**config.mk**
```make
export PLATFORM = sky130hd
export DESIGN_NAME = dmabm_ctrl
export DESIGN_NICKNAME = d
export VERILOG_FILES = /design/src/design/dmabm_pkg.sv /design/src/design/dmabm_ctrl.sv /design/src/design/dmabm_req_detect.sv
export SDC_FILE = /design/constraint.sdc
export NUM_CORES = 1
export LEC_CHECK = 0
export BUFFER_PORTS_ARGS = -buffer_cell sky130_fd_sc_hd__buf_2
export CAP_MARGIN = 20
export CELL_PAD_IN_SITES_DETAIL_PLACEMENT = 1
export CELL_PAD_IN_SITES_GLOBAL_PLACEMENT = 1
export CORE_MARGIN = 10
export CORE_UTILIZATION = 42
export CTS_CLUSTER_SIZE = 40
export DETAILED_ROUTE_END_ITERATION = 8
export GPL_TIMING_DRIVEN = 0
export HOLD_SLACK_MARGIN = 0.02
export MAX_ROUTING_LAYER = met4
export PLACE_DENSITY = 0.86
export SLEW_MARGIN = 20
export SYNTH_ARGS = -nofsm -noshare
export SYNTH_HDL_FRONTEND = slang
export SYNTH_HIERARCHICAL = 1
export SYNTH_SLANG_ARGS = --single-unit
export TNS_END_PERCENT = 100
```
**constraint.sdc**
```tcl
create_clock -name core_clk -period 4 [get_ports core_clk]
set_clock_uncertainty 0.1 [all_clocks]
set_input_delay 0.4 -clock core_clk [delete_from_list [all_inputs] [get_ports core_clk]]
set_output_delay 0.4 -clock core_clk [all_outputs]
set_load 0.1 [all_outputs]
```
**src/design/dmabm_pkg.sv**
```systemverilog
// Shared constants for the DMA bus-mode and request-mode controller
package dmabm_pkg;
  // ***********************************************************
  // Sizes
  // ***********************************************************
  localparam int NCH = 2;
  localparam int ADDR_W = 8;
  localparam int CNT_W = 16;
  localparam int CTL_W = 11;
  // ***********************************************************
  // Register byte offsets
  // ***********************************************************
  localparam logic [ADDR_W-1:0] ADDR_CTRL0 = 8'h00;
  localparam logic [ADDR_W-1:0] ADDR_CNT0 = 8'h04;
  localparam logic [ADDR_W-1:0] ADDR_CTRL1 = 8'h08;
  localparam logic [ADDR_W-1:0] ADDR_CNT1 = 8'h0C;
  localparam logic [ADDR_W-1:0] ADDR_STAT = 8'h10;
  // ***********************************************************
  // Channel control fields
  // ***********************************************************
  localparam int CTL_EN = 0;
  localparam int CTL_ACKW = 1;
  localparam int CTL_BURST = 2;
  localparam int CTL_SZ_LO = 3;
  localparam int CTL_SZ_HI = 4;
  localparam int CTL_EDGE = 5;
  localparam int CTL_SRC = 6;
  localparam int CTL_SINGLE = 8;
  localparam int CTL_SRCP = 9;
  localparam int CTL_DSTP = 10;
  localparam logic [CTL_W-1:0] CTL_RESET = 11'h000;
  localparam logic [CNT_W-1:0] CNT_RESET = 16'h0000;
  // ***********************************************************
  // Status fields
  // ***********************************************************
  localparam int STA_DONE = 0;
  localparam int STA_ERR = 2;
  localparam int STA_BUSY = 4;
  localparam int STA_CH = 5;
  // ***********************************************************
  // Encodings and timing
  // ***********************************************************
  localparam logic [1:0] SZ_BYTE = 2'h0;
  localparam logic [1:0] SZ_WORD = 2'h1;
  localparam logic [1:0] SZ_LONG = 2'h2;
  localparam logic [1:0] SZ_16 = 2'h3;
  localparam logic [1:0] SRC_AUTO = 2'h0;
  localparam logic [1:0] SRC_EXT = 2'h1;
  localparam logic [1:0] SRC_PERIPH = 2'h2;
  localparam logic [1:0] BEAT_LAST_16 = 2'h3;
  localparam logic [1:0] GAP_SHORT = 2'h1;
  localparam logic [1:0] GAP_LONG = 2'h2;
  typedef enum logic [2:0] {ST_IDLE, ST_ARB, ST_RD, ST_WR, ST_SGL, ST_REL} dmabm_state_t;
endpackage : dmabm_pkg

```
**src/design/dmabm_ctrl.sv**
```systemverilog
// DMA bus-mode and request-mode controller with APB registers
`timescale 1ns/1ns
module dmabm_ctrl
  import dmabm_pkg::*;
(
  // Clock and reset
  input wire logic core_clk,
  input wire logic rst_n,
  // APB slave
  input wire logic psel,
  input wire logic penable,
  input wire logic pwrite,
  input wire logic [ADDR_W-1:0] paddr,
  input wire logic [31:0] pwdata,
  output logic [31:0] prdata,
  output logic pready,
  output logic pslverr,
  // Transfer requests
  input wire logic [NCH-1:0] ext_xfer_request,
  input wire logic [NCH-1:0] periph_request,
  // System bus arbiter
  output logic bus_req,
  input wire logic bus_grant,
  // Bus cycles
  output logic cyc_valid,
  output logic cyc_write,
  output logic cyc_chan,
  output logic [1:0] cyc_size,
  output logic [31:0] cyc_wdata,
  input wire logic [31:0] cyc_rdata,
  input wire logic cyc_done,
  // Acknowledge strobes
  output logic [NCH-1:0] xfer_ack_strobe
);
  typedef struct packed {
    dmabm_state_t st;
    logic [NCH-1:0][CTL_W-1:0] ctrl;
    logic [NCH-1:0][CNT_W-1:0] cnt;
    logic [NCH-1:0] done;
    logic [NCH-1:0] err;
    logic ch;
    logic [1:0] beat;
    logic [1:0] gap;
    logic [31:0] hold;
    logic [31:0] prdata;
    logic bus_req;
    logic cyc_valid;
    logic cyc_write;
    logic [1:0] size;
    logic [NCH-1:0] ack;
  } dmabm_regs_t;
  dmabm_regs_t s_q;
  dmabm_regs_t s_d;

  logic [NCH-1:0] pend;
  logic [NCH-1:0] consume;
  logic [CTL_W-1:0] cur;
  logic [1:0] cur_sz;
  logic [1:0] cur_src;
  logic [1:0] last_beat;
  logic burst_eff;
  logic lvl_ext;
  logic lvl_drop;
  logic unit_last;

  // ***********************************************************
  // Legality of a channel setup
  // ***********************************************************
  function automatic logic cfg_legal(input logic [CTL_W-1:0] c, input logic [CNT_W-1:0] n);
    logic [1:0] src;
    logic [1:0] sz;
    logic anyp;
    logic pp;
    src = c[CTL_SRC +: 2];
    sz = {c[CTL_SZ_HI], c[CTL_SZ_LO]};
    anyp = c[CTL_SRCP] | c[CTL_DSTP];
    pp = c[CTL_SRCP] & c[CTL_DSTP];
    cfg_legal = (n != CNT_RESET) && (src == SRC_AUTO || src == SRC_EXT || src == SRC_PERIPH)
      && !(c[CTL_SINGLE] && (src != SRC_EXT || anyp))
      && !((anyp || src == SRC_PERIPH) && sz == SZ_16)
      && !(pp && (src != SRC_AUTO || !c[CTL_BURST]));
  endfunction : cfg_legal

  // ***********************************************************
  // Request detectors
  // ***********************************************************
  for (genvar i = 0; i < NCH; i++)
  begin : g_det
    dmabm_req_detect u_det (
      .core_clk(core_clk),
      .rst_n(rst_n),
      .enable(s_q.ctrl[i][CTL_EN]),
      .source(s_q.ctrl[i][CTL_SRC +: 2]),
      .edge_mode(s_q.ctrl[i][CTL_EDGE]),
      .ext_req(ext_xfer_request[i]),
      .periph_req(periph_request[i]),
      .consume(consume[i]),
      .pending(pend[i])
    );
  end

  // ***********************************************************
  // Active channel decode
  // ***********************************************************
  always_comb
  begin
    cur = s_q.ctrl[s_q.ch];
    cur_sz = {cur[CTL_SZ_HI], cur[CTL_SZ_LO]};
    cur_src = cur[CTL_SRC +: 2];
    last_beat = (cur_sz == SZ_16) ? BEAT_LAST_16 : 2'h0;
    burst_eff = cur[CTL_BURST] && cur_src != SRC_PERIPH;
    lvl_ext = cur_src == SRC_EXT && !cur[CTL_EDGE];
    lvl_drop = lvl_ext && !ext_xfer_request[s_q.ch];
    unit_last = s_q.beat == last_beat;
  end

  // ***********************************************************
  // Next state
  // ***********************************************************
  always_comb
  begin
    s_d = s_q;
    consume = '0;
    // APB access; later hardware updates win over these
    if (psel && !penable)
    begin
      unique case (paddr)
        ADDR_CTRL0: s_d.prdata = {21'h000000, s_q.ctrl[0]};
        ADDR_CNT0: s_d.prdata = {16'h0000, s_q.cnt[0]};
        ADDR_CTRL1: s_d.prdata = {21'h000000, s_q.ctrl[1]};
        ADDR_CNT1: s_d.prdata = {16'h0000, s_q.cnt[1]};
        ADDR_STAT: s_d.prdata = {26'h0000000, s_q.ch, s_q.st != ST_IDLE, s_q.err, s_q.done};
        default: s_d.prdata = 32'h00000000;
      endcase
    end
    if (psel && penable && pwrite)
    begin
      unique case (paddr)
        ADDR_CTRL0: s_d.ctrl[0] = pwdata[CTL_W-1:0];
        ADDR_CNT0: s_d.cnt[0] = pwdata[CNT_W-1:0];
        ADDR_CTRL1: s_d.ctrl[1] = pwdata[CTL_W-1:0];
        ADDR_CNT1: s_d.cnt[1] = pwdata[CNT_W-1:0];
        ADDR_STAT:
        begin
          s_d.done = s_q.done & ~pwdata[STA_DONE +: NCH];
          s_d.err = s_q.err & ~pwdata[STA_ERR +: NCH];
        end
        default: ;
      endcase
    end
    unique case (s_q.st)
      ST_IDLE:
      begin
        // Channel 0 has fixed priority over channel 1
        for (int i = NCH - 1; i >= 0; i--)
        begin
          if (s_q.ctrl[i][CTL_EN] && !cfg_legal(s_q.ctrl[i], s_q.cnt[i]))
          begin
            s_d.err[i] = 1'b1;
            s_d.ctrl[i][CTL_EN] = 1'b0;
          end
          else if (pend[i])
          begin
            s_d.ch = i[0];
            s_d.st = ST_ARB;
          end
        end
        s_d.beat = 2'h0;
      end
      ST_ARB:
      begin
        if (bus_grant)
        begin
          consume[s_q.ch] = 1'b1;
          s_d.st = cur[CTL_SINGLE] ? ST_SGL : ST_RD;
        end
      end
      ST_RD:
      begin
        if (cyc_done)
        begin
          s_d.hold = cyc_rdata;
          s_d.st = ST_WR;
        end
      end
      ST_WR, ST_SGL:
      begin
        if (cyc_done)
        begin
          if (!unit_last)
          begin
            s_d.beat = s_q.beat + 2'h1;
            s_d.st = (s_q.st == ST_WR) ? ST_RD : ST_SGL;
          end
          else
          begin
            s_d.beat = 2'h0;
            s_d.cnt[s_q.ch] = s_q.cnt[s_q.ch] - 16'h0001;
            s_d.st = ST_REL;
            if (s_q.cnt[s_q.ch] == 16'h0001)
            begin
              s_d.done[s_q.ch] = 1'b1;
              s_d.ctrl[s_q.ch][CTL_EN] = 1'b0;
            end
            else if (burst_eff && !lvl_drop)
            begin
              consume[s_q.ch] = 1'b1;
              s_d.st = cur[CTL_SINGLE] ? ST_SGL : ST_RD;
            end
          end
        end
      end
      ST_REL:
      begin
        if (s_q.gap == 2'h1)
        begin
          s_d.st = ST_IDLE;
        end
        else
        begin
          s_d.gap = s_q.gap - 2'h1;
        end
      end
      default: s_d.st = ST_IDLE;
    endcase
    // Longer gap lets the CPU in twice when the strobe trails the unit
    if (s_d.st == ST_REL && s_q.st != ST_REL)
    begin
      s_d.gap = (cur[CTL_ACKW] || cur[CTL_SINGLE]) ? GAP_LONG : GAP_SHORT;
    end
    s_d.bus_req = s_d.st inside {ST_ARB, ST_RD, ST_WR, ST_SGL};
    s_d.cyc_valid = s_d.st inside {ST_RD, ST_WR, ST_SGL};
    s_d.cyc_write = s_d.st == ST_WR;
    s_d.size = (s_d.ch == s_q.ch && cur_sz == SZ_16) ? SZ_LONG :
      {s_d.ctrl[s_d.ch][CTL_SZ_HI], s_d.ctrl[s_d.ch][CTL_SZ_LO]};
    s_d.ack = '0;
    if (s_d.st == ST_SGL || (s_d.st == ST_RD && !s_d.ctrl[s_d.ch][CTL_ACKW]) ||
        (s_d.st == ST_WR && s_d.ctrl[s_d.ch][CTL_ACKW]))
    begin
      s_d.ack[s_d.ch] = 1'b1;
    end
  end

  always_ff @(posedge core_clk or negedge rst_n)
  begin
    if (!rst_n)
    begin
      s_q <= '0;
    end
    else
    begin
      s_q <= s_d;
    end
  end

  // ***********************************************************
  // Outputs
  // ***********************************************************
  assign pready = 1'b1;
  assign pslverr = psel && penable && !(paddr inside
    {ADDR_CTRL0, ADDR_CNT0, ADDR_CTRL1, ADDR_CNT1, ADDR_STAT});
  assign prdata = s_q.prdata;
  assign bus_req = s_q.bus_req;
  assign cyc_valid = s_q.cyc_valid;
  assign cyc_write = s_q.cyc_write;
  assign cyc_chan = s_q.ch;
  assign cyc_size = s_q.size;
  assign cyc_wdata = s_q.hold;
  assign xfer_ack_strobe = s_q.ack;
endmodule : dmabm_ctrl

```
**src/design/dmabm_req_detect.sv**
```systemverilog
// Per-channel transfer request detector
`timescale 1ns/1ns
module dmabm_req_detect
  import dmabm_pkg::*;
(
  // Clock and reset
  input wire logic core_clk,
  input wire logic rst_n,
  // Channel setup
  input wire logic enable,
  input wire logic [1:0] source,
  input wire logic edge_mode,
  // Requests
  input wire logic ext_req,
  input wire logic periph_req,
  input wire logic consume,
  // Result
  output logic pending
);
  typedef struct packed {
    logic ext_prev;
    logic latched;
  } dmabm_det_t;
  dmabm_det_t s_q;
  dmabm_det_t s_d;

  // ***********************************************************
  // Detection
  // ***********************************************************
  always_comb
  begin
    s_d = s_q;
    s_d.ext_prev = ext_req;
    if (consume || !enable)
    begin
      s_d.latched = 1'b0;
    end
    // A new request in the consume cycle is kept
    if (source == SRC_EXT && edge_mode && ext_req && !s_q.ext_prev)
    begin
      s_d.latched = 1'b1;
    end
    if (source == SRC_PERIPH && periph_req && enable)
    begin
      s_d.latched = 1'b1;
    end
  end

  always_ff @(posedge core_clk or negedge rst_n)
  begin
    if (!rst_n)
    begin
      s_q <= '0;
    end
    else
    begin
      s_q <= s_d;
    end
  end

  // Level mode follows the pin; auto needs only the enable
  always_comb
  begin
    pending = enable && (source == SRC_AUTO || s_q.latched ||
      (source == SRC_EXT && !edge_mode && ext_req));
  end
endmodule : dmabm_req_detect

```
# Word-level counts from Yosys, hierarchy flattened
# Index checks and enable logic that the tools add are counted.
# totals
inputBits	83
reg_bits	141
word_cells	255
# op_classes
n_addsub	3
bitwise	11
muxes	77
eq_ne	32
reduce_logical	107
order_cmp	4
# ops
operator	n
16-bit two-way mux	5
16-bit one-hot mux with 5 select lines	1
59-bit two-way mux	1
58-bit two-way mux	1
56-bit two-way mux	1
1-bit logical AND	46
3-bit two-way mux	13
34-bit two-way mux	1
32-bit bitwise mux	1
16-bit nonzero test	2
2-bit two-way mux	15
22-bit AND	1
1-bit zero test	22
11-bit two-way mux	2
22-bit two-way mux	1
22-bit NOT	1
10-bit two-way mux	2
1-bit logical OR	19
1-bit two-way mux	19
9-bit two-way mux	2
16-bit demux with 1-bit select	1
16-bit by 1-bit equality test with 1-bit output, second input constant	1
8-bit by 4-bit equality test with 1-bit output, second input constant	2
16-bit by 1-bit subtractor with 16-bit output, second input constant	1
37 further kinds	73

# Longest topological paths before layout
# Gate-level depths: netlist of the first run.
# depth
word_depth	20
depth_mapped	15
mapped_depth_nobuf	11

# Modules after synthesis
# The synthesis of the first run kept the hierarchy.
# by_module_without_submodules
module	cells_each	instances	area_per_inst_um2	seq_area_each_um2
dmabm_ctrl	695	1	7043.0	3027.9
dmabm_req_detect	10	2	102.6	50.0

# Least setup slack after synthesis of the first run
# No wires, ideal clock.
# synth_path
path_type	reg-to-reg
start	reg s_q, in the netlist cyc_chan
end	reg s_q, in the netlist xfer_ack_strobe[1]
synth_period_minus_slack_ns	4.250
slack_ns	-0.250
arrival_ns	4.068
path_stages_with_launch	16
t_required_ns	3.818
cell_sequence	dfrtp_1 buf_6 buf_6 clkbuf_1 buf_1 mux2i_1 inv_1 ha_1 nor4bb_1 a22oi_1 o32ai_2 o221ai_1 o2111ai_1 nand2_2 or3b_1 a31oi_1
# synth_rtl
element	line_no	rtl
start, declared	dmabm_ctrl.sv:52	dmabm_regs_t s_q;
start signal, assigned	dmabm_ctrl.sv:248	s_q <= '0;
start signal, assigned	dmabm_ctrl.sv:252	s_q <= s_d;

==> flow_metrics.env, run 1 <==
export IMPL_pin_count=157
export IMPL_ys_seq_area_share_pct=43.16
export IMPL_grt_ovfl_total=0
export IMPL_vias=6335
export IMPL_final_nets=959
export IMPL_critPathRequiredTime_ns=4.25
export IMPL_cts_buffers=17
export IMPL_async_flop_share_pct=100.0
export IMPL_fin_ws_ns=0.2574
export IMPL_synth_edf_count=0
export IMPL_rows=47
export IMPL_cp_max_fo=19
export IMPL_status="finished clean"
export IMPL_grt_max_degree=73
export IMPL_antenna_found_initial=0
export IMPL_synth_cells=715
export IMPL_die_w_um=151.4
export IMPL_finalMaxSlewViolations=0
export IMPL_vias_per_cell=5.728
export IMPL_yosys_warnings=6
export IMPL_final_antenna_net_count=0
export IMPL_cts_sinks=125
export IMPL_cts_htree_levels=4
export IMPL_worstPathArrival_ns=3.99
export IMPL_drc_errors=0
export IMPL_p_clk_share_pct=23.2
export IMPL_place_hpwl_um=18180
export IMPL_ir_drop_v=0.0007443
export IMPL_clock_fmax_mhz=267.2
export IMPL_core_area_um2=16760
export IMPL_grt_pass1_wl_um=38870
export IMPL_final_common_cell="buf_2"
export IMPL_cts_tree="done"
export IMPL_setup_violations=0
export IMPL_cts_root_buf="clkbuf_16"
export IMPL_ys_types=75
export IMPL_syn_cell_area_um2=7248
export IMPL_grt_usage_pct=22.65
export IMPL_area_growth_pct=22.91
export IMPL_die_h_um=151.4
export IMPL_pwr_share_comb_pct=49.7
export IMPL_worstMarginPinSlew_ns=0.9199
export IMPL_end_kind="register"
export IMPL_cts_buffer_depth=2
export IMPL_drive_gt1_share_pct=35.67
export IMPL_slew_headroom_pct=38.20
export IMPL_start_util_pct=43.25
export IMPL_maxCapViolations=0
export IMPL_routed_wl_um=25250
export IMPL_clkLatencyLatePin_ns=0.44
export IMPL_dr_pass1_iters=6
export IMPL_period_needed_ns=3.743
export IMPL_final_hold_viol_count=0
export IMPL_holdCritPathClass="primary input to register"
export IMPL_grt_pass1_vias=6831
export IMPL_critical_path_class="register to register"
export IMPL_layout_common_cells="buf_2 (126), dfrtp_1 (124), buf_4 (70), nand2_1 (60), mux2_2 (56)"
export IMPL_ys_ff_latch=125
export IMPL_wire_per_inst_um=22.83
export IMPL_die_area_um2=22910
export IMPL_crit_path_start_kind="register"
export IMPL_rsz0062_at_grt="false"
export IMPL_switchingPower_mw=3.583
export IMPL_p_int_mw=3.709
export IMPL_io_buffers=122
export IMPL_postSynthAreaPerCell_um2=10.14
export IMPL_swShare_pct=49.14
export IMPL_synth_ff_type="dfrtp_1"
export IMPL_pwr_density_cell_nw_per_um2=818.5
export IMPL_period_share_pct=93.57
export IMPL_fin_area_um2=8909
export IMPL_p_leak_nw=4.300
export IMPL_gp_congestion=0.9095
export IMPL_p_seq_share_pct=27.1
export IMPL_cts_clk_slew_worst_paths_ns=0.06
export IMPL_dp_slack_ns=-0.6205
export IMPL_diodes=0
export IMPL_drt_iter0_markers=480
export IMPL_dpl_cell_area_um2=8229
-- routing by layer --
metal / track usage, % / part of all wire, % / up-vias
met2: 37.59 / 50 / 266
met4: 7.892 / 2.0 / 0
met5: - / 0 / -
met3: 4.922 / 7.3 / 45
li1: - / - / 2797
met1: 26.64 / 41 / 3227
-- final timing paths --
kind	from	endpoint	slack (ns)	depth (start not counted)
setup / recovery	cyc_chan	xfer_ack_strobe[1]	0.26	14
hold / removal	ext_xfer_request[0]	g_det[0].u_det/s_q[1]	0.03	1
setup reg to reg	cyc_chan	xfer_ack_strobe[1]	0.26	14
hold reg to reg	s_q[79]	s_q[79]	0.38	1
max in group asynchronous	rst_n	cyc_chan	2.71	3
min in group asynchronous	rst_n	cyc_wdata[4]	0.36	2
-- repair_timing --
item / 4_1_cts / 5_1_grt
setup endpoints to repair: 12 / 2
pin swaps: 0 / 1
resized for setup: 5 / 2
setup buffers: 0 / 0
hold buffers: 2 / 0
hold endpoints to repair: 54 / 0
-- worst max-delay path: stages (launching register included) --
cell and delay, ns:
dfrtp_2 0.41, buf_6 0.16, buf_6 0.15, clkbuf_4 0.37
mux2i_1 0.30, inv_1 0.07, ha_1 0.21, nor4bb_1 0.13
a22oi_1 0.32, o32ai_2 0.19, o221ai_2 0.27, o2111ai_2 0.20
nand2_2 0.18, or3b_1 0.37, a31oi_1 0.20
-- synth_stat cells, types with 7 or more instances --
cell type | count | area share, %
nor2_1 | 49 | 2.5
a21oi_1 | 29 | 2.0
clkbuf_1 | 17 | 0.88
buf_1 | 7 | 0.36
and2_1 | 12 | 1.0
o21ai_0 | 17 | 1.2
xor2_1 | 10 | 1.2
buf_4 | 70 | 7.3
nand2b_1 | 8 | 0.69
dfrtp_1 | 125 | 43
inv_1 | 8 | 0.41
mux2_2 | 56 | 8.7
nor4_1 | 7 | 0.60
nand2_1 | 60 | 3.1
nor2b_1 | 7 | 0.60
nor3_1 | 20 | 1.4
mux2i_1 | 40 | 5.5
a211oi_1 | 9 | 0.93
o21ai_1 | 19 | 1.3
nand3_1 | 18 | 1.2
o211ai_1 | 7 | 0.73
xnor2_1 | 7 | 0.85
-- power by group through the flow --
| stage | Clock, mW | Combinational (mW) | Sequential (mW) |
|---|---|---|---|
| after floorplan | 0 | 2.83 | 1.97 |
| after CTS | 1.71 | 3.63 | 1.96 |
| after global routing | 1.77 | 3.80 | 2.01 |
| after detailed placement | 0 | 3.57 | 1.96 |
| final | 1.69 | 3.62 | 1.97 |
| after global placement | 0 | 3.48 | 1.93 |
-- registers in the layout, indices dropped and copies added (netlist names), named ones only --
register	cells
cyc_valid	1
cyc_write	1
g_det.u_det/s_q	4
cyc_chan	1
xfer_ack_strobe	2
bus_req	1
cyc_size	2
s_q	63
prdata	16
cyc_wdata	32
-- cell type report --
type / count / area (um^2)
Buffer: 101 / 674.4
Clock buffer: 19 / 452.9
Clock inverter: 13 / 190.2
Fill cell: 1936 / 7851
Inverter: 8 / 30.03
Multi-Input combinational cell: 495 / 3488
Sequential cell: 125 / 3129
Tap cell: 220 / 275.3
Timing Repair Buffer: 125 / 668.1
-- cells by family (layout without fill, tap and decap cells) --
logic type / after synthesis / after routing / synth area share, %
xor+xnor: 17 / 17 / 2.054
simple gates: 223 / 223 / 16.00
fa+ha+maj: 3 / 3 / 0.5179
other cells: 2 / 17 / 0.1036
buf+inv: 110 / 266 / 9.719
mux: 105 / 105 / 16.40
compound gates: 130 / 130 / 12.05
flops: 125 / 125 / 43.16
-- stage by stage --
step | cells | TNS, ns | hold WS [ns] | util [%] | power [mW]
after floorplan | 730 | 0 | 0.004409 | - | 4.801
after global placement | 1072 | -2.346 | 0.3628 | 48.88 | 5.411
after detailed placement | 1073 | -3.392 | 0.2406 | 49.10 | 5.535
after CTS | 1107 | 0 | 0.02162 | 53.14 | 7.308
after global routing | 1106 | 0 | 0.03802 | 53.15 | 7.579
final | 1106 | 0 | 0.03258 | 53.15 | 7.292
Note: power is estimated with default switching activity, not from simulation.
==> run 2, diff against run 1 <==
- ABC_AREA: unset -> 1
- CORE_UTILIZATION: 42 -> 40
- PLACE_DENSITY: 0.86 -> 0.87
==> run 2 against run 1 <==
Sequential power fell by 6%. Global-route usage fell by 0.39 points. Setup slack improved by 0.83 ns. Die area rose by 5.6%. Utilization fell by 3.0 points. Combinational power barely moved. Wire length rose by 5.2%. First-iteration DRC count rose by 2.9%. Fmax rose by 28%. Count of clock-buffer cells in the layout did not move. Non-clock buffer count fell by 1. Largest cell class unchanged. Largest power group unchanged.
==> flow_metrics.env, run 2 <==
export IMPL_drc_errors=0
export IMPL_syn_cell_area_um2=7351
export IMPL_pin_count=157
export IMPL_grt_pass1_wl_um=41800
export IMPL_rows=49
export IMPL_cts_buffers=17
export IMPL_critical_path_class="register to register"
export IMPL_swShare_pct=49.42
export IMPL_yosys_top_cells_count="nand2_1 (320), dfrtp_1 (125), inv_1 (98)"
export IMPL_period_needed_ns=2.915
export IMPL_place_hpwl_um=19740
export IMPL_routed_wl_um=26570
export IMPL_diodes=0
export IMPL_switchingPower_mw=3.603
export IMPL_tns_ns=0
export IMPL_largest_reg_flops=63
export IMPL_status="finished clean"
export IMPL_grt_pass1_vias=7833
export IMPL_io_buffers=123
export IMPL_ir_drop_v=0.0007337
export IMPL_regMostFlops="s_q"
export IMPL_maxCapViolations=0
export IMPL_finalMaxSlewViolations=0
export IMPL_holdCritPathClass="primary input to register"
export IMPL_fillers=2321
export IMPL_slew_headroom_pct=55.07
export IMPL_cts_root_buf="clkbuf_16"
export IMPL_dpl_cell_area_um2=8347
export IMPL_drt_iter0_markers=494
export IMPL_cts_clk_slew_worst_paths_ns=0.06
export IMPL_wire_per_inst_um=19.13
export IMPL_end_kind="register"
export IMPL_vias=7259
export IMPL_postSynthAreaPerCell_um2=7.440
export IMPL_rsz0062_at_grt="false"
export IMPL_synth_cells=988
export IMPL_yosys_area_top_type="dfrtp_1"
export IMPL_final_nets=1233
export IMPL_cts_resized=0
export IMPL_worstPathArrival_ns=3.13
export IMPL_grt_ovfl_total=0
export IMPL_dr_pass1_iters=5
export IMPL_vias_per_cell=5.226
export IMPL_yosys_warnings=6
export IMPL_p_seq_share_pct=25.5
export IMPL_die_w_um=155.6
export IMPL_final_antenna_net_count=0
export IMPL_ys_seq_area_share_pct=42.55
export IMPL_cts_sinks=125
export IMPL_layout_common_cells="nand2_1 (320), buf_2 (125), dfrtp_1 (125), inv_1 (98), nor2_1 (76)"
export IMPL_clock_fmax_mhz=343.0
export IMPL_post_cts_buffers=0
export IMPL_area_growth_pct=23.08
export IMPL_worstMarginPinSlew_ns=0.6739
export IMPL_critPathRequiredTime_ns=4.21
export IMPL_cp_max_fo=10
export IMPL_antenna_found_initial=0
export IMPL_yosysMostFrequentCell="nand2_1"
export IMPL_die_h_um=155.6
export IMPL_start_util_pct=40.78
export IMPL_core_area_um2=18020
export IMPL_crit_path_start_kind="register"
export IMPL_die_area_um2=24200
export IMPL_period_share_pct=72.88
export IMPL_ctsHoldBuffers=1
export IMPL_drive_gt1_share_pct=24.31
export IMPL_fin_area_um2=9047
export IMPL_fin_ws_ns=1.085
export IMPL_regArea_um2=3128
export IMPL_multi_input_area_um2=3203
export IMPL_cts_buffer_depth=2
export IMPL_p_total_mw=7.290
export IMPL_dp_slack_ns=1.157
export IMPL_final_common_cell="nand2_1"
export IMPL_gp_congestion=0.9538
export IMPL_p_clk_share_pct=24.8
export IMPL_synthDominantCellAreaShare_pct=42.55
export IMPL_p_leak_nw=4.799
export IMPL_cts_tree="done"
export IMPL_grt_usage_pct=22.26
export IMPL_ys_ff_latch=125
export IMPL_final_hold_viol_count=0
export IMPL_synth_ff_type="dfrtp_1"
export IMPL_async_flop_share_pct=100.0
export IMPL_ys_top_cells_by_area="dfrtp_1 (43%), nand2_1 (16%), buf_4 (7.0%), inv_1 (5.0%), o21ai_0 (4.3%)"
export IMPL_grt_max_degree=94
export IMPL_setup_violations=0
export IMPL_cts_htree_levels=4
export IMPL_pwr_density_cell_nw_per_um2=805.8
export IMPL_p_int_mw=3.688
export IMPL_ys_types=45
export IMPL_synth_edf_count=0
export IMPL_clkLatencyLatePin_ns=0.43
export IMPL_pwr_share_comb_pct=49.7
-- run 2: cell families (layout without fill, tap and decap cells) --
group	after synthesis	after routing	share of synthesized area [%]
compound gates	152	152	12.14
xor+xnor	15	15	1.787
fa+ha+maj	3	3	0.5107
buf+inv	205	362	14.64
flops	125	125	42.55
mux	1	1	0.1362
other cells	2	17	0.1022
simple gates	485	485	28.14
-- run 2: power groups by stage --
stage               Sequential, mW  Clock, mW  Combinational [mW]
detailed placement            1.86          0                3.56
global route                  1.89       1.88                3.87
finish                        1.86       1.81                3.62
global placement              1.84          0                3.47
floorplan                     1.89          0                2.79
CTS                           1.85       1.82                3.62
-- run 2: final timing paths --
| path | from | end | slack, ns | depth (start not counted) |
|---|---|---|---|---|
| min | ext_xfer_request[1] | g_det[1].u_det/s_q[1] | 0.04 | 1 |
| max reg2reg | cyc_chan | g_det[1].u_det/s_q[0] | 1.08 | 19 |
| max | cyc_chan | g_det[1].u_det/s_q[0] | 1.08 | 19 |
| max in group asynchronous | rst_n | cyc_wdata[17] | 2.72 | 3 |
| min in group asynchronous | rst_n | s_q[108] | 0.33 | 2 |
| min reg2reg | cyc_wdata[9] | cyc_wdata[9] | 0.37 | 2 |
-- run 2: cell type report --
cell class	count	share of cell area, %
clock inverters	13	2.628
clock buffers	19	5.006
flip-flops and latches	125	34.57
repair buffers	125	7.330
well taps	229	3.167
multi-input cells	673	35.40
inverters	105	4.384
plain buffers	100	7.509
-- run 2: stage by stage --
stage	std cells	hold slack (ns)	util, %
after global placement	1355	0.3546	46.10
after global routing	1389	0.02900	50.19
after CTS	1389	0.02648	50.19
after floorplan	1003	0.004409	-
after detailed placement	1356	0.1872	46.31
final	1389	0.03648	50.19
-- run 2: worst max-delay path, stage by stage, from the launching register on --
cell and delay [ns]:
dfrtp_1 0.42, buf_6 0.20, buf_6 0.18, buf_8 0.16, nor2_1 0.06, a21oi_2 0.17, inv_2 0.08, ha_1 0.23
nand3_1 0.10, nor2_1 0.06, nand2_1 0.09, nand2_1 0.11, o21ai_0 0.33, inv_1 0.11, nor2_1 0.12, inv_1 0.05
nand2_1 0.05, nand2_1 0.06, nand2_1 0.07, nand2_1 0.05
-- run 2: layer usage --
metal  share of wire [%]  vias to the layer above  GRT usage [%]
met2                  49                      285          37.05
met3                 8.1                       54          5.845
met1                  40                     3544          25.69
met4                 2.4                        0          7.130
met5                   0                        -              -
li1                    -                     3376              -
==> run 3, diff against run 2 <==
- ABC_AREA: 1 -> 0
- CORE_UTILIZATION: 40 -> 42
- PLACE_DENSITY: 0.87 -> 0.86
- clock period: 4 -> 2.94 ns (I/O delays scaled with it)
==> run 3 against run 2 <==
The run now ends with setup timing left. Sequential share of layout area down 1.7 points. Critical endpoint is now xfer_ack_strobe[1]. Setup slack got worse by 1.3 ns. Final area grew 5.4%. Global-route usage grew 4.3 points. Critical path depth shrank 6. First-iteration DRC count up 35%. Count of clock-buffer cells in the layout is 3 higher. Via count decreased by 6.6%.
==> flow_metrics.env, run 3 (same netlist as run 1, synthesis figures left out) <==
export IMPL_status="finished with violations"
export IMPL_failed_checks="setup timing"
export IMPL_final_common_cell="buf_2"
export IMPL_switchingPower_mw=5.256
export IMPL_drt_iter0_markers=668
export IMPL_p_total_mw=10.47
export IMPL_setup_violations=6
export IMPL_worstMarginPinSlew_ns=1.086
export IMPL_pwr_density_cell_nw_per_um2=1098
export IMPL_ir_drop_v=0.001005
export IMPL_rows=47
export IMPL_vias=6781
export IMPL_period_needed_ns=3.121
export IMPL_clkLatencyLatePin_ns=0.45
export IMPL_cts_buffers=17
export IMPL_final_antenna_net_count=0
export IMPL_routed_wl_um=29550
export IMPL_pin_count=157
export IMPL_fillers=1836
export IMPL_dp_slack_ns=-0.6318
export IMPL_grt_pass1_vias=7441
export IMPL_rr_worst_depth=13
export IMPL_grt_max_degree=78
export IMPL_p_clk_share_pct=21.4
export IMPL_critical_path_class="register to register"
export IMPL_pwr_share_comb_pct=52.3
export IMPL_io_buffers=122
export IMPL_die_h_um=151.4
export IMPL_maxCapViolations=0
export IMPL_drive_gt1_share_pct=38.20
export IMPL_holdCritPathClass="primary input to register"
export IMPL_gp_congestion=0.9195
export IMPL_final_nets=1005
export IMPL_dr_pass1_iters=6
export IMPL_finalMaxSlewViolations=0
export IMPL_cts_root_buf="clkbuf_16"
export IMPL_vias_per_cell=5.886
export IMPL_area_growth_pct=31.57
export IMPL_crit_path_start_kind="register"
export IMPL_core_area_um2=16760
export IMPL_period_share_pct=106.1
export IMPL_worstPathArrival_ns=3.38
export IMPL_start_util_pct=43.25
export IMPL_hold_depth=2
export IMPL_cp_max_fo=5
export IMPL_end_kind="register"
export IMPL_antenna_found_initial=0
export IMPL_grt_usage_pct=26.51
export IMPL_drc_errors=0
export IMPL_rsz0062_at_grt="true"
export IMPL_final_hold_viol_count=0
export IMPL_cts_buffer_depth=2
export IMPL_p_int_mw=5.213
export IMPL_largest_reg_flops=63
export IMPL_wire_per_inst_um=25.65
export IMPL_swShare_pct=50.21
export IMPL_critPathRequiredTime_ns=3.20
export IMPL_die_w_um=151.4
export IMPL_place_hpwl_um=17860
export IMPL_fin_ws_ns=-0.1807
export IMPL_die_area_um2=22910
export IMPL_p_seq_share_pct=26.3
export IMPL_cts_tree="done"
export IMPL_layout_common_cells="buf_2 (125), dfrtp_1 (124), buf_4 (84), nand2_1 (60), mux2_2 (56)"
export IMPL_cts_clk_slew_worst_paths_ns=0.07
export IMPL_grt_ovfl_total=0
export IMPL_slew_headroom_pct=27.07
export IMPL_final_core_util_pct=56.90
export IMPL_diodes=0
export IMPL_p_leak_nw=4.551
export IMPL_tns_ns=-0.8037
export IMPL_grt_pass1_wl_um=44970
export IMPL_whs_ns=0.04560
export IMPL_clock_fmax_mhz=320.4
export IMPL_regMostFlops="s_q"
export IMPL_cts_sinks=125
export IMPL_cts_htree_levels=4
run 3: what timing repair did:
action | CTS | global route
setup endpoints to repair | 35 | 32
gates resized for setup | 18 | 23
buffers inserted | 10 | 4
pin swaps | 8 | 16
endpoints found under the hold margin | 82 | 0
hold buffers | 35 | 0
run 3: worst paths after layout:
check / slack [ns] / startpoint / end
worst max-delay path: -0.18 / cyc_chan / xfer_ack_strobe[1]
worst min-delay path: 0.05 / pwdata[13] / s_q[93]
worst max register to register: -0.18 / cyc_chan / xfer_ack_strobe[1]
worst min register to register: 0.40 / s_q[77] / s_q[77]
max in group asynchronous: 1.72 / rst_n / cyc_chan
min in group asynchronous: 0.26 / rst_n / prdata[15]
run 3: critical path, cell delays in order (launching register included):
cell and delay (ns):
dfrtp_4 0.48, buf_8 0.13, clkbuf_16 0.15, mux2i_4 0.18, inv_2 0.07, ha_4 0.16
nor4bb_4 0.14, a22oi_2 0.26, o32ai_4 0.16, o21ai_2 0.27, o2111ai_2 0.20, nand2_2 0.15
or3b_1 0.37, a31oi_1 0.21
run 3: cell type report:
| type | count | area (um^2) | share of cell area (%) |
|---|---|---|---|
| Buffer | 100 | 693.2 | 7.268 |
| Clock buffer | 22 | 494.2 | 5.182 |
| Clock inverter | 10 | 127.6 | 1.338 |
| Inverter | 8 | 30.03 | 0.3149 |
| Multi-Input combinational cell | 495 | 3677 | 38.56 |
| Sequential cell | 125 | 3132 | 32.84 |
| Tap cell | 220 | 275.3 | 2.886 |
| Timing Repair Buffer | 172 | 1107 | 11.61 |
run 3: per-layer routing:
layer / global-route usage, % / vias up / wire [um] / part of all wire (%)
met5: - / - / 0 / 0
met4: 12.46 / 0 / 1224 / 4.1
met3: 6.832 / 89 / 2500 / 8.5
met2: 43.31 / 414 / 14560 / 49
met1: 29.87 / 3389 / 11270 / 38
li1: - / 2889 / - / -
run 3: metrics by stage:
stage	instance area, um^2	cells
after floorplan	7365	730
after global placement	8250	1072
after detailed placement	8288	1073
after CTS	9419	1149
after global routing	9537	1152
final	9537	1152
run 3: power by group through the flow:
stage	clock (mW)	combinational, mW	sequential [mW]
final	2.24	5.48	2.75
after global routing	2.34	5.69	2.79
after CTS	2.22	5.15	2.66
after detailed placement	0	4.91	2.67
after global placement	0	4.78	2.63
after floorplan	0	3.89	2.68
